$ cat config.mk
export PLATFORM = sky130hd
export DESIGN_NAME = mpu_access_permission_check
export DESIGN_NICKNAME = d
export VERILOG_FILES = /design/src/rtl/mpu_perm_pkg.sv /design/src/rtl/mpu_access_permission_check.sv
export SDC_FILE = /design/constraint.sdc
export NUM_CORES = 1
export LEC_CHECK = 0
export BUFFER_PORTS_ARGS = -buffer_cell sky130_fd_sc_hd__buf_4
export CAP_MARGIN = 20
export CORE_MARGIN = 5
export CORE_UTILIZATION = 30
export DETAILED_ROUTE_END_ITERATION = 8
export PLACE_DENSITY = 0.58
export REMOVE_ABC_BUFFERS = 1
export SLEW_MARGIN = 40
export SYNTH_ARGS = -nofsm -noshare
export SYNTH_HDL_FRONTEND = slang
export SYNTH_SLANG_ARGS = --single-unit
$ cat constraint.sdc
create_clock -name ref_clk_i -period 1.1 [get_ports ref_clk_i]
set_clock_uncertainty 0.1 [all_clocks]
set_input_delay 0.055 -clock ref_clk_i [delete_from_list [all_inputs] [get_ports ref_clk_i]]
set_output_delay 0.055 -clock ref_clk_i [all_outputs]
set_load 0.01 [all_outputs]
$ cat src/rtl/mpu_perm_pkg.sv
// Types and constants for the protection unit permission checker
// Functional notes
// [RULE1] Check each access against the matching region permissions; fault on missing rights.
// [RULE2] Three-bit permission field, rights per privilege level; code 100 reserved.
// [RULE3] Permission 000 denies every access at both levels.
// [RULE4] Permission 001 gives privileged read-write, faults any unprivileged access.
// [RULE5] 010 gives unprivileged read-only; 011 gives full access at both levels.
// [RULE6] Permission 101 allows privileged reads only.
// [RULE7] Permissions 110 and 111 allow reads at both levels, fault writes.
// [RULE8] Type-extension 000, 001, 010 decode to ordered, device, nonshared device, normal or reserved.
// [RULE9] Shareable bit ignored for ordered, device, nonshared device, reserved types.
// [RULE10] Type-extension top bit set gives normal cached memory, outer and inner.
// [RULE11] Policy codes: non-cacheable, write-back allocate, write-through, write-back.
// [RULE12] Cache and share attributes are reported only, never change checking.
// [RULE13] Software should use type-extension 000 with the typical region settings.
// [RULE14] A violating access raises a memory management fault to the core.
// [RULE15] The fault cause is recorded in the memory fault status register.
// [RULE16] Overlapping enabled regions: the highest-numbered region wins.
// [RULE17] Background region is privileged only; unmatched unprivileged access faults.
// [RULE18] Execute-never region blocks instruction fetches with a fault.
package mpu_perm_pkg;

  localparam int unsigned NUM_REGIONS = 8;
  localparam int unsigned ADDR_W      = 32;

  // Permission field codes
  localparam logic [2:0] PERM_NONE    = 3'h0;
  localparam logic [2:0] PERM_PRIV    = 3'h1;
  localparam logic [2:0] PERM_URO     = 3'h2;
  localparam logic [2:0] PERM_FULL    = 3'h3;
  localparam logic [2:0] PERM_RSVD    = 3'h4;
  localparam logic [2:0] PERM_PRIV_RO = 3'h5;
  localparam logic [2:0] PERM_RO_A    = 3'h6;
  localparam logic [2:0] PERM_RO_B    = 3'h7;

  // Type-extension codes
  localparam logic [2:0]  TYPE_BASIC      = 3'h0;
  localparam logic [2:0]  TYPE_NC         = 3'h1;
  localparam logic [2:0]  TYPE_NSDEV      = 3'h2;
  localparam int unsigned TYPE_CACHED_BIT = 2;

  // Status register bit positions and width
  localparam int unsigned FSTAT_W   = 2;
  localparam int unsigned FSTAT_IACC = 0;
  localparam int unsigned FSTAT_DACC = 1;
  localparam logic [1:0] FSTAT_RST   = 2'h0;

  typedef enum logic [2:0] {
    MT_ORDERED = 3'b000,
    MT_DEVICE  = 3'b001,
    MT_NSDEV   = 3'b010,
    MT_NORMAL  = 3'b011,
    MT_RSVD    = 3'b100
  } mem_type_t;

  typedef enum logic [1:0] {
    CP_NONCACHE = 2'b00,
    CP_WB_ALLOC = 2'b01,
    CP_WT_NOWA  = 2'b10,
    CP_WB_NOWA  = 2'b11
  } cache_pol_t;

  // Attribute bits of one region
  typedef struct packed {
    logic       execute_never;
    logic [2:0] access_perm_field;
    logic [2:0] type_extension_field;
    logic       s;
    logic       c;
    logic       b;
  } region_attr_t;

  // One access from the core
  typedef struct packed {
    logic              valid;
    logic              write;
    logic              fetch;
    logic              priv;
    logic [ADDR_W-1:0] addr;
  } access_t;

  // Decoded attributes
  typedef struct packed {
    mem_type_t  mtype;
    logic       shareable;
    cache_pol_t inner_policy;
    cache_pol_t outer_policy;
  } mem_attr_t;

endpackage : mpu_perm_pkg

$ cat src/rtl/mpu_access_permission_check.sv
// Region permission check and attribute decode for the protection unit
`timescale 1ns/10ps
`default_nettype none
module mpu_access_permission_check #(
  parameter int unsigned NREG = mpu_perm_pkg::NUM_REGIONS
) (
  // Clock and reset
  input  wire logic                                    ref_clk_i,
  input  wire logic                                    rstn_i,
  // Configuration
  input  wire logic                                    mpu_en_i,
  input  wire logic                                    bg_en_i,
  input  wire mpu_perm_pkg::region_attr_t [NREG-1:0]  region_attr_i,
  input  wire mpu_perm_pkg::mem_attr_t                bg_attr_i,
  // Access request with per-region address match
  input  wire mpu_perm_pkg::access_t                  access_i,
  input  wire logic [NREG-1:0]                         region_hit_i,
  // Status clear, write one to clear
  input  wire logic [mpu_perm_pkg::FSTAT_W-1:0]       fstat_clr_i,
  // Check result
  output logic                                         rsp_valid_o,
  output logic                                         fault_o,
  output logic                                         mm_fault_o,
  output mpu_perm_pkg::mem_attr_t                     attr_o,
  output logic [mpu_perm_pkg::FSTAT_W-1:0]            mem_fault_status_reg_o,
  output logic [mpu_perm_pkg::ADDR_W-1:0]             fault_addr_o
);

  typedef struct packed {
    logic                              rsp_valid;
    logic                              fault;
    logic                              mm_fault;
    mpu_perm_pkg::mem_attr_t           attr;
    logic [mpu_perm_pkg::FSTAT_W-1:0]  fstat;
    logic [mpu_perm_pkg::ADDR_W-1:0]   faddr;
  } state_t;

  state_t st_r;
  state_t st_nxt;

  // Permission table lookup, reserved code treated as no access
  function automatic logic perm_ok(input logic [2:0] perm, input logic priv,
                                   input logic wr);
    logic ok;
    ok = 1'b0;
    unique case (perm)
      mpu_perm_pkg::PERM_NONE:    ok = 1'b0;              // RULE3
      mpu_perm_pkg::PERM_PRIV:    ok = priv;              // RULE4
      mpu_perm_pkg::PERM_URO:     ok = priv | ~wr;        // RULE5
      mpu_perm_pkg::PERM_FULL:    ok = 1'b1;              // RULE5
      mpu_perm_pkg::PERM_RSVD:    ok = 1'b0;              // RULE2
      mpu_perm_pkg::PERM_PRIV_RO: ok = priv & ~wr;        // RULE6
      mpu_perm_pkg::PERM_RO_A,
      mpu_perm_pkg::PERM_RO_B:    ok = ~wr;               // RULE7
    endcase
    return ok;
  endfunction : perm_ok

  // Memory type and policy decode; result is reported, never gates access
  function automatic mpu_perm_pkg::mem_attr_t decode(input mpu_perm_pkg::region_attr_t a);
    mpu_perm_pkg::mem_attr_t m;
    m.mtype        = mpu_perm_pkg::MT_RSVD;
    m.shareable    = 1'b0;
    m.inner_policy = mpu_perm_pkg::CP_NONCACHE;
    m.outer_policy = mpu_perm_pkg::CP_NONCACHE;
    if (a.type_extension_field[mpu_perm_pkg::TYPE_CACHED_BIT]) begin
      m.mtype        = mpu_perm_pkg::MT_NORMAL;                                 // RULE10
      m.shareable    = a.s;
      m.outer_policy = mpu_perm_pkg::cache_pol_t'(a.type_extension_field[1:0]); // RULE11
      m.inner_policy = mpu_perm_pkg::cache_pol_t'({a.c, a.b});                  // RULE11
    end else begin
      unique case (a.type_extension_field)
        mpu_perm_pkg::TYPE_BASIC: begin
          if (a.c) begin
            m.mtype        = mpu_perm_pkg::MT_NORMAL;                           // RULE8
            m.shareable    = a.s;
            m.inner_policy = a.b ? mpu_perm_pkg::CP_WB_NOWA : mpu_perm_pkg::CP_WT_NOWA;
            m.outer_policy = m.inner_policy;
          end else begin
            m.mtype     = a.b ? mpu_perm_pkg::MT_DEVICE : mpu_perm_pkg::MT_ORDERED; // RULE8
            m.shareable = 1'b1;                                                 // RULE9
          end
        end
        mpu_perm_pkg::TYPE_NC: begin
          if (a.c == a.b) begin
            m.mtype        = mpu_perm_pkg::MT_NORMAL;                           // RULE8
            m.shareable    = a.s;
            m.inner_policy = a.c ? mpu_perm_pkg::CP_WB_ALLOC : mpu_perm_pkg::CP_NONCACHE;
            m.outer_policy = m.inner_policy;
          end
        end
        mpu_perm_pkg::TYPE_NSDEV: begin
          if (!a.c && !a.b) begin
            m.mtype = mpu_perm_pkg::MT_NSDEV;                                   // RULE8
          end
        end
        default: m.mtype = mpu_perm_pkg::MT_RSVD;                               // RULE9
      endcase
    end
    return m;
  endfunction : decode

  // Per-region verdict, computed for every region in parallel
  logic [NREG-1:0] reg_ok;
  genvar gi;
  generate
    for (gi = 0; gi < NREG; gi++) begin : g_reg
      assign reg_ok[gi] = perm_ok(region_attr_i[gi].access_perm_field, access_i.priv,
                                  access_i.write)
                          & ~(access_i.fetch & region_attr_i[gi].execute_never); // RULE18
    end
  endgenerate

  // Highest-numbered hit wins; later loop passes override earlier ones
  logic                       any_hit;
  logic                       sel_ok;
  mpu_perm_pkg::region_attr_t sel_attr;
  always_comb begin
    any_hit  = 1'b0;
    sel_ok   = 1'b0;
    sel_attr = '0;
    for (int i = 0; i < NREG; i++) begin
      if (region_hit_i[i]) begin
        any_hit  = 1'b1;                   // RULE16
        sel_ok   = reg_ok[i];
        sel_attr = region_attr_i[i];
      end
    end
  end

  // Verdict: disabled unit passes all, background is privileged only
  logic                    allow;
  mpu_perm_pkg::mem_attr_t eff_attr;
  always_comb begin
    allow    = 1'b1;
    eff_attr = bg_attr_i;
    if (mpu_en_i) begin
      if (any_hit) begin
        allow    = sel_ok;                 // RULE1
        eff_attr = decode(sel_attr);       // RULE12
      end else begin
        allow = access_i.priv & bg_en_i;   // RULE17
      end
    end
  end

  // Next state; status set beats a same-cycle clear
  always_comb begin
    logic viol;
    viol               = access_i.valid & ~allow;
    st_nxt             = st_r;
    st_nxt.rsp_valid   = access_i.valid;
    st_nxt.fault       = viol;
    st_nxt.mm_fault    = viol;             // RULE14
    if (access_i.valid) begin
      st_nxt.attr = eff_attr;
    end
    st_nxt.fstat = st_r.fstat & ~fstat_clr_i;
    if (viol) begin
      // Set on top of the cleared value, so a clear of the other cause still lands
      st_nxt.fstat[mpu_perm_pkg::FSTAT_IACC] = st_nxt.fstat[mpu_perm_pkg::FSTAT_IACC]
                                               | access_i.fetch;   // RULE15
      st_nxt.fstat[mpu_perm_pkg::FSTAT_DACC] = st_nxt.fstat[mpu_perm_pkg::FSTAT_DACC]
                                               | ~access_i.fetch;  // RULE15
      if (!access_i.fetch) begin
        st_nxt.faddr = access_i.addr;      // Fetch faults leave the address stale
      end
    end
  end

  // State register
  always_ff @(posedge ref_clk_i or negedge rstn_i) begin
    if (!rstn_i) begin
      st_r       <= '0;
      st_r.fstat <= mpu_perm_pkg::FSTAT_RST;
    end else begin
      st_r <= st_nxt;
    end
  end

  // Outputs straight from the state register
  assign rsp_valid_o            = st_r.rsp_valid;
  assign fault_o                = st_r.fault;
  assign mm_fault_o             = st_r.mm_fault;
  assign attr_o                 = st_r.attr;
  assign mem_fault_status_reg_o = st_r.fstat;
  assign fault_addr_o           = st_r.faddr;

  // Checks on a single hit in region 0, the simplest observable case, plus top-region, background, status and disable checks
  logic only_r0;
  assign only_r0 = access_i.valid & mpu_en_i & (region_hit_i == NREG'(1));

  AST_PERM_NONE: assert property (@(posedge ref_clk_i) disable iff (!rstn_i) // RULE3
    only_r0 && region_attr_i[0].access_perm_field == mpu_perm_pkg::PERM_NONE |=> fault_o)
    else $error("no-access region did not fault");

  AST_PERM_PRIV: assert property (@(posedge ref_clk_i) disable iff (!rstn_i) // RULE4
    only_r0 && !access_i.fetch && region_attr_i[0].access_perm_field == mpu_perm_pkg::PERM_PRIV
    |=> fault_o == !$past(access_i.priv))
    else $error("privileged-only region verdict wrong");

  AST_PERM_URO: assert property (@(posedge ref_clk_i) disable iff (!rstn_i) // RULE5
    only_r0 && !access_i.fetch && region_attr_i[0].access_perm_field == mpu_perm_pkg::PERM_URO
    |=> fault_o == ($past(access_i.write) && !$past(access_i.priv)))
    else $error("unprivileged read-only verdict wrong");

  AST_PERM_PRIV_RO: assert property (@(posedge ref_clk_i) disable iff (!rstn_i) // RULE6
    only_r0 && !access_i.fetch
    && region_attr_i[0].access_perm_field == mpu_perm_pkg::PERM_PRIV_RO
    |=> fault_o == ($past(access_i.write) || !$past(access_i.priv)))
    else $error("privileged read-only verdict wrong");

  AST_PERM_RO: assert property (@(posedge ref_clk_i) disable iff (!rstn_i) // RULE7
    only_r0 && !access_i.fetch && region_attr_i[0].access_perm_field[2:1] == 2'h3
    |=> fault_o == $past(access_i.write))
    else $error("read-only region verdict wrong");

  AST_XN: assert property (@(posedge ref_clk_i) disable iff (!rstn_i) // RULE18
    only_r0 && access_i.fetch && region_attr_i[0].execute_never |=> fault_o)
    else $error("fetch from execute-never region passed");

  AST_HIGHEST: assert property (@(posedge ref_clk_i) disable iff (!rstn_i) // RULE16
    access_i.valid && mpu_en_i && region_hit_i[NREG-1] && !access_i.fetch
    && region_attr_i[NREG-1].access_perm_field == mpu_perm_pkg::PERM_FULL |=> !fault_o)
    else $error("top region did not take precedence");

  AST_BG_UNPRIV: assert property (@(posedge ref_clk_i) disable iff (!rstn_i) // RULE17
    access_i.valid && mpu_en_i && region_hit_i == '0 && !access_i.priv |=> fault_o)
    else $error("unprivileged background access passed");

  AST_CACHED: assert property (@(posedge ref_clk_i) disable iff (!rstn_i) // RULE10
    only_r0 && region_attr_i[0].type_extension_field[mpu_perm_pkg::TYPE_CACHED_BIT]
    |=> attr_o.mtype == mpu_perm_pkg::MT_NORMAL
        && attr_o.outer_policy == $past(region_attr_i[0].type_extension_field[1:0]))
    else $error("cached type decode wrong");

  AST_ORDERED: assert property (@(posedge ref_clk_i) disable iff (!rstn_i) // RULE8
    only_r0 && region_attr_i[0].type_extension_field == mpu_perm_pkg::TYPE_BASIC
    && !region_attr_i[0].c && !region_attr_i[0].b
    |=> attr_o.mtype == mpu_perm_pkg::MT_ORDERED && attr_o.shareable)
    else $error("strongly ordered decode wrong");

  AST_STATUS: assert property (@(posedge ref_clk_i) disable iff (!rstn_i) // RULE15
    fault_o && !$past(access_i.fetch) |-> mem_fault_status_reg_o[mpu_perm_pkg::FSTAT_DACC] ##1
    (mem_fault_status_reg_o[mpu_perm_pkg::FSTAT_DACC]
     || $past(fstat_clr_i[mpu_perm_pkg::FSTAT_DACC])))
    else $error("data violation cause not recorded");

  AST_MMF: assert property (@(posedge ref_clk_i) disable iff (!rstn_i) // RULE14
    access_i.valid && !mpu_en_i |=> !mm_fault_o && rsp_valid_o)
    else $error("fault raised with unit disabled");

  // Response pulse, fault address, status clear and device, nonshared device, write-back allocate and cached inner decode paths
  AST_RSP: assert property (@(posedge ref_clk_i) disable iff (!rstn_i) // RULE1
    access_i.valid |=> rsp_valid_o)
    else $error("access got no response");

  AST_IDLE: assert property (@(posedge ref_clk_i) disable iff (!rstn_i) // RULE14
    !access_i.valid |=> !rsp_valid_o && !mm_fault_o)
    else $error("response without an access");

  AST_PERM_FULL: assert property (@(posedge ref_clk_i) disable iff (!rstn_i) // RULE5
    only_r0 && !access_i.fetch && region_attr_i[0].access_perm_field == mpu_perm_pkg::PERM_FULL
    |=> !fault_o)
    else $error("full-access region faulted");

  AST_BG_PRIV: assert property (@(posedge ref_clk_i) disable iff (!rstn_i) // RULE17
    access_i.valid && mpu_en_i && region_hit_i == '0 && access_i.priv
    |=> fault_o == !$past(bg_en_i))
    else $error("privileged background verdict wrong");

  AST_OFF_ATTR: assert property (@(posedge ref_clk_i) disable iff (!rstn_i) // RULE12
    access_i.valid && !mpu_en_i |=> attr_o == $past(bg_attr_i))
    else $error("disabled unit reported wrong attributes");

  AST_FADDR: assert property (@(posedge ref_clk_i) disable iff (!rstn_i) // RULE15
    access_i.valid && !access_i.fetch ##1 fault_o |-> fault_addr_o == $past(access_i.addr))
    else $error("data fault address not captured");

  AST_FETCH_ADDR: assert property (@(posedge ref_clk_i) disable iff (!rstn_i) // RULE15
    access_i.valid && access_i.fetch ##1 fault_o |-> $stable(fault_addr_o))
    else $error("fetch fault moved the fault address");

  AST_FETCH_STATUS: assert property (@(posedge ref_clk_i) disable iff (!rstn_i) // RULE18
    access_i.valid && access_i.fetch ##1 fault_o
    |-> mem_fault_status_reg_o[mpu_perm_pkg::FSTAT_IACC])
    else $error("fetch violation cause not recorded");

  AST_CLR: assert property (@(posedge ref_clk_i) disable iff (!rstn_i) // RULE15
    fstat_clr_i[mpu_perm_pkg::FSTAT_DACC] && !(access_i.valid && !access_i.fetch)
    |=> !mem_fault_status_reg_o[mpu_perm_pkg::FSTAT_DACC])
    else $error("data status bit not cleared");

  AST_DEVICE: assert property (@(posedge ref_clk_i) disable iff (!rstn_i) // RULE8
    only_r0 && region_attr_i[0].type_extension_field == mpu_perm_pkg::TYPE_BASIC
    && !region_attr_i[0].c && region_attr_i[0].b
    |=> attr_o.mtype == mpu_perm_pkg::MT_DEVICE && attr_o.shareable)
    else $error("device decode wrong");

  AST_NSDEV: assert property (@(posedge ref_clk_i) disable iff (!rstn_i) // RULE9
    only_r0 && region_attr_i[0].type_extension_field == mpu_perm_pkg::TYPE_NSDEV
    && !region_attr_i[0].c && !region_attr_i[0].b
    |=> attr_o.mtype == mpu_perm_pkg::MT_NSDEV && !attr_o.shareable)
    else $error("nonshared device decode wrong");

  AST_TYPE_NC: assert property (@(posedge ref_clk_i) disable iff (!rstn_i) // RULE11
    only_r0 && region_attr_i[0].type_extension_field == mpu_perm_pkg::TYPE_NC
    && region_attr_i[0].c && region_attr_i[0].b
    |=> attr_o.mtype == mpu_perm_pkg::MT_NORMAL
        && attr_o.inner_policy == mpu_perm_pkg::CP_WB_ALLOC
        && attr_o.outer_policy == mpu_perm_pkg::CP_WB_ALLOC)
    else $error("write-back allocate decode wrong");

  AST_CACHED_INNER: assert property (@(posedge ref_clk_i) disable iff (!rstn_i) // RULE10
    only_r0 && region_attr_i[0].type_extension_field[mpu_perm_pkg::TYPE_CACHED_BIT]
    |=> attr_o.inner_policy == $past({region_attr_i[0].c, region_attr_i[0].b}))
    else $error("cached inner policy wrong");

endmodule : mpu_access_permission_check
`default_nettype wire

**After elaboration in Yosys (flattened, before gate mapping)**

Index checks and enable logic that the tools add are counted.

- Register bits: 44
- Input port bits: 138
- Output and inout port bits: 45
- Word-level logic and storage cells: 179

- Equality and inequality tests: 59
- Mux-type cells: 48
- Bitwise operators: 35
- Reductions and logical operators: 29

Operators with widths:

| kind | count |
|---|---|
| 3-bit == test, second input constant | 32 |
| 3-bit by 2-bit == test with 1-bit output, second input constant | 17 |
| 6-bit 2-to-1 mux | 8 |
| 1-bit one-hot mux with 6 select lines | 8 |
| 34-bit 2-to-1 mux | 1 |
| 32-bit 2-to-1 mux | 1 |
| 8-bit 2-to-1 mux | 4 |
| 2-bit OR reduction | 16 |
| 3-bit by 1-bit == test with 1-bit output, second input constant | 9 |
| 3-bit logical NOT | 9 |
| 1-bit 2-to-1 mux | 21 |
| 1-bit AND | 19 |
| 1-bit NOT | 11 |
| 5-bit one-hot mux with 2 select lines | 1 |
| 3-bit one-hot mux with 3 select lines | 1 |
| 3-bit 2-to-1 mux | 2 |
| 4-bit 2-to-1 mux | 1 |
| 1-bit bitwise OR | 3 |
| 2-bit AND | 1 |
| 1-bit logical NOT | 2 |
| 2-bit NOT | 1 |
| 2-bit AND reduction | 1 |
| 1-bit == test | 1 |
| 1-bit logical AND | 1 |

**Logic depth before layout (Yosys ltp)**

- Depth in word-level cells: 17
- Mapped depth: 11
- Gate-level depth less buffers: 9

**Worst setup path after synthesis**

Ideal clock, no wire load.

- Path kind: input-to-reg
- Start: input port region_hit_i[2]
- End: register st_r (netlist bit attr_o[5])
- Setup time: 0.104 ns
- Data arrival time: 2.070 ns
- Required time: 0.896 ns
- Setup slack: -1.174 ns
- Cell stages on the path: 11
- Path buffers: 2
- Cell sequence: clkbuf_1 -> clkbuf_1 -> a21oi_1 -> o21ai_0 -> a31oi_1 -> o41ai_1 -> ha_1 -> inv_1 -> o21ai_1 -> a21o_1 -> a221oi_1

- Word-level cells in the longest chain between the ends: 12
- Elaborated cells between the ends (all ways): 23
- Classes of those cells: 3 x eq/ne; 19 x mux; 1 x reduce/logical

RTL lines:

| element | line | source |
|---|---|---|
| start, declared | mpu_access_permission_check.sv:17 | `input wire logic [NREG-1:0] region_hit_i,` |
| 6-bit 2-to-1 mux (6 in a row) | mpu_access_permission_check.sv:123 | `if (region_hit_i[i]) begin` |
| 1-bit == test or 1-bit 2-to-1 mux (tied branches) | mpu_access_permission_check.sv:85, mpu_access_permission_check.sv:80 |  |
| 8-bit 2-to-1 mux or 3-bit 2-to-1 mux (tied branches) | mpu_access_permission_check.sv:85, mpu_access_permission_check.sv:74 |  |
| 3-bit one-hot mux with 3 select lines | mpu_access_permission_check.sv:72 | `unique case (a.type_extension_field)` |
| 8-bit 2-to-1 mux | mpu_access_permission_check.sv:66 | `if (a.type_extension_field[mpu_perm_pkg::TYPE_CACHED_BIT]) begin` |
| 8-bit 2-to-1 mux (*) | mpu_access_permission_check.sv:138 | `if (any_hit) begin` |
| 8-bit 2-to-1 mux (*) | mpu_access_permission_check.sv:137 | `if (mpu_en_i) begin` |
| end signal, assigned | mpu_access_permission_check.sv:177 | `st_r <= st_nxt;` |
| end, declared | mpu_access_permission_check.sv:38 | `state_t st_r;` |

Mark *: on every way between the ends. The rest lies on a longest branch, timed or not.
A chain may end at the register's enable or synchronous reset.

**Final worst setup path**

- Start: input port access_i[32] in the netlist's numbering
- End: register st_r (netlist bit fault_addr_o[27])

- Word-level cells in the longest chain between the ends: 16
- Elaborated cells between the ends (all ways): 32
- Classes of those cells: 18 x mux; 13 x bitwise; 1 x reduce/logical

RTL lines:

| element | line | source |
|---|---|---|
| start, declared | mpu_access_permission_check.sv:16 | `input wire mpu_perm_pkg::access_t access_i,` |
| 1-bit AND or 1-bit bitwise OR (tied branches) | mpu_access_permission_check.sv:52, mpu_access_permission_check.sv:49 |  |
| 1-bit one-hot mux with 6 select lines | mpu_access_permission_check.sv:46 | `unique case (perm)` |
| 1-bit AND | mpu_access_permission_check.sv:110 | `& ~(access_i.fetch & region_attr_i[gi].execute_never);` |
| 1-bit 2-to-1 mux (8 in a row) | mpu_access_permission_check.sv:123 |  |
| 1-bit 2-to-1 mux (*) | mpu_access_permission_check.sv:138 |  |
| 1-bit 2-to-1 mux (*) | mpu_access_permission_check.sv:137 |  |
| 1-bit NOT (*) | mpu_access_permission_check.sv:150 | `viol = access_i.valid & ~allow;` |
| 1-bit AND (*) | mpu_access_permission_check.sv:150 |  |
| 2-bit AND reduction (no line) (*) | -- |  |

Marks and branches as above.

==> qor.yml <==
status:
  outcome: "finished, violations left"
  violations: "negative setup slack"
clock_network:
  clk-insertion-delay-late_ps: 290
  htreeDepth: 2
  cts_tree: "built"
  cts_made_buffers: 5
  clk_pin_slew_worst_paths_ps: 70
  cts.sinks: 44
  clk_path_buf_depth: 2
  root_buffer: "clkbuf_16"
logic_synthesis:
  synth_flop_cell: "dfrtp_1"
  ys_warn_count: 0
  synthCells: 454
  ys_ff_latch: 44
  synthMostInstantiatedCell: "nand2_1"
  async_flop_share_pct: 100
  yosysTopAreaCell: "dfrtp_1"
  synth_edf_count: 0
  syn-cell-area_um2: 3570
  ys_top_cells_by_area: "dfrtp_1, o21a_1, o211ai_1"
  yosys-top-cells-count: "nand2_1, dfrtp_1, o21ai_0"
  synth_top_cell_area_share_pct: 30.8
  yosysSeqAreaShare_pct: 30.8
  avgSynthCellArea_um2: 7.87
  synth_cell_types: 58
worst_setup_path:
  critical_path_class: "input pin to flip-flop"
  crit_arrival_ps: 1890
  cp.required_ps: 1230
  rrSetupSlack_ps: 20
  cp_max_fo: 15
  reg2reg_from: "attr_o[2]"
  timing.rr.end: "attr_o[2]"
  endpoint_kind: "flip-flop"
  cp-start-kind: "input pin"
  reg2reg_depth: 3
place:
  placed_area_um2: 5510
  numPortBuffers: 182
  dp_hpwl_mm: 11.3
  place_congestion: 0.872
floorplanning:
  start_util_pct: 30.9
  chipWidth_um: 119
  rows: 39
  die_y_um: 119
  core-area_um2: 11600
  die_area_um2: 14200
  io_pins: 183
min_path:
  hold_end: "attr_o[6]"
  hp-class: "input pin to flip-flop"
  hold_depth: 4
  hold_path_startpoint: "bg_attr_i[6]"
route:
  via_per_inst: 5.68
  ant_nets: 0
  vias: 4884
  finalWirelength_mm: 17.2
  drc: 0
  wl_per_cell_um: 19.9
  initialDrtViolationCount: 404
  drt-pass1-iter-count: 5
global_routing:
  grt_max_degree: 48
  gr-total-overflow: 0
  grt_antenna_before_repair: 0
  grt_use_total_pct: 22.3
  grt_pass1_wl_mm: 26.0
  grt_pass1_vias: 5040
power:
  leakagePower_nw: 2.96
  powerDensity_nw_per_um2: 995
  total_power_mw: 6.85
  irDropWorstVdd_v: 0.000813
run:
  drv_cap: 0
timing:
  final_max_slew_viol_count: 0
  timing.final.ws_setup_ps: -667
  fmax_ghz: 0.566
  post-route-min-period_ps: 1770
  hold_viol: 0
  tightest_slew_ps: 382
  setup_viol: 43
  finalCritPeriodShare_pct: 161
  rsz0062_at_grt: "yes"
  max_slew_margin_pct: 74.5
layout:
  drive_gt1_share_pct: 53.8
  syn2layout_area_growth_pct: 92.8
  diodes: 0
  fillers: 1001
  utilization_pct: 59.6
  finalInstanceArea_um2: 6890
  fin_nets: 857
per-layer routing:
layer	vias up	GRT usage (%)	share of wire [%]
li1	2252	-	-
met1	2331	28.0	41
met2	269	37.4	47
met3	32	6.78	9.4
met4	0	5.72	2.3
met5	-	0	0
final cells by class:
| cell class | instances | area [um2] | share of cell area, % |
|---|---|---|---|
| sequential | 44 | 1100 | 16.0 |
| multi-input combinational | 351 | 2700 | 39.2 |
| clock buffer | 6 | 139 | 2.02 |
| tap | 143 | 179 | 2.60 |
| clock inverter | 2 | 38.8 | 0.563 |
| timing repair buffer | 302 | 2690 | 39.0 |
| inverter | 12 | 45.0 | 0.654 |
worst max-delay path: stages:
cell,delay (ps)
buf_12,110
or3b_4,360
a41oi_2,140
o21ai_2,100
a41o_4,350
buf_16,180
or4_1,480
nand3_1,100
placed cells by master (no fill, tap or decap), types with 5 or more instances in the layout:
master / count
nand2_1: 47
inv_1: 9
or4_1: 17
nor2_1: 16
dfrtp_1: 44
nand3_2: 15
o21ai_1: 6
nor2b_1: 5
buf_8: 7
buf_12: 10
clkbuf_16: 7
buf_16: 6
buf_6: 18
a21oi_1: 11
o21ai_0: 37
nand2b_1: 8
or4_4: 15
nand3_1: 20
o211ai_1: 32
dlygate4sd3_1: 8
buf_4: 250
o21a_1: 33
state kept, by name (all words and copies together) (netlist names):
signal                  count
mem_fault_status_reg_o      2
rsp_valid_o                 1
mm_fault_o                  1
fault_addr_o               32
attr_o                      8
through the flow:
| step | instances | setup slack, ps | TNS, ps | hold slack (ps) |
|---|---|---|---|---|
| 2_1_floorplan | 407 | -1820 | -66220 | -341 |
| 3_3_place_gp | 805 | -1110 | -45390 | -158 |
| 3_5_place_dp | 805 | -1150 | -46210 | -160 |
| 4_1_cts | 839 | -634 | -25250 | 4.35 |
| 5_1_grt | 860 | -730 | -28560 | 22.5 |
| 6_report | 860 | -667 | -25960 | 9.19 |
where the power goes:
group | total [mW] | switching [mW] | leakage [nW] | internal (mW)
Combinational | 2.99 | 1.33 | 2.41 | 1.65
Sequential | 2.04 | 0.201 | 0.460 | 1.84
Clock | 1.83 | 0.686 | 0.0871 | 1.14
how the worst max path moves through the flow:
stage	slack [ps]	from	cells after the start	to
3_3_place_gp	-1110	access_i[32]	8	fault_addr_o[23]
4_1_cts	-630	access_i[32]	8	fault_addr_o[21]
6_report	-670	access_i[32]	8	fault_addr_o[27]
5_1_grt	-730	access_i[32]	8	fault_addr_o[13]
2_1_floorplan	-1820	region_attr_i[78]	6	fault_addr_o[0]
3_5_place_dp	-1150	region_hit_i[3]	9	attr_o[5]
logic make-up (layout without fill, tap and decap cells):
group           count (synthesis)  after routing  share of synthesized area (%)
compound gates                180            180                           35.1
flops                          44             44                           30.8
buf+inv                        59            322                           7.71
simple gates                  168            168                           25.4
fa+ha+maj                       3              3                           1.05
timing repair:
item / 4_1_cts / 5_1_grt
resized for setup: 82 / 72
cloned: 6 / 2
hold endpoints to repair: 51 / 0
setup buffers: 12 / 21
hold buffers: 8 / 0
endpoints found under the setup margin: 43 / 43
pin swaps: 43 / 37
Note: power is estimated with default switching activity, not from simulation.
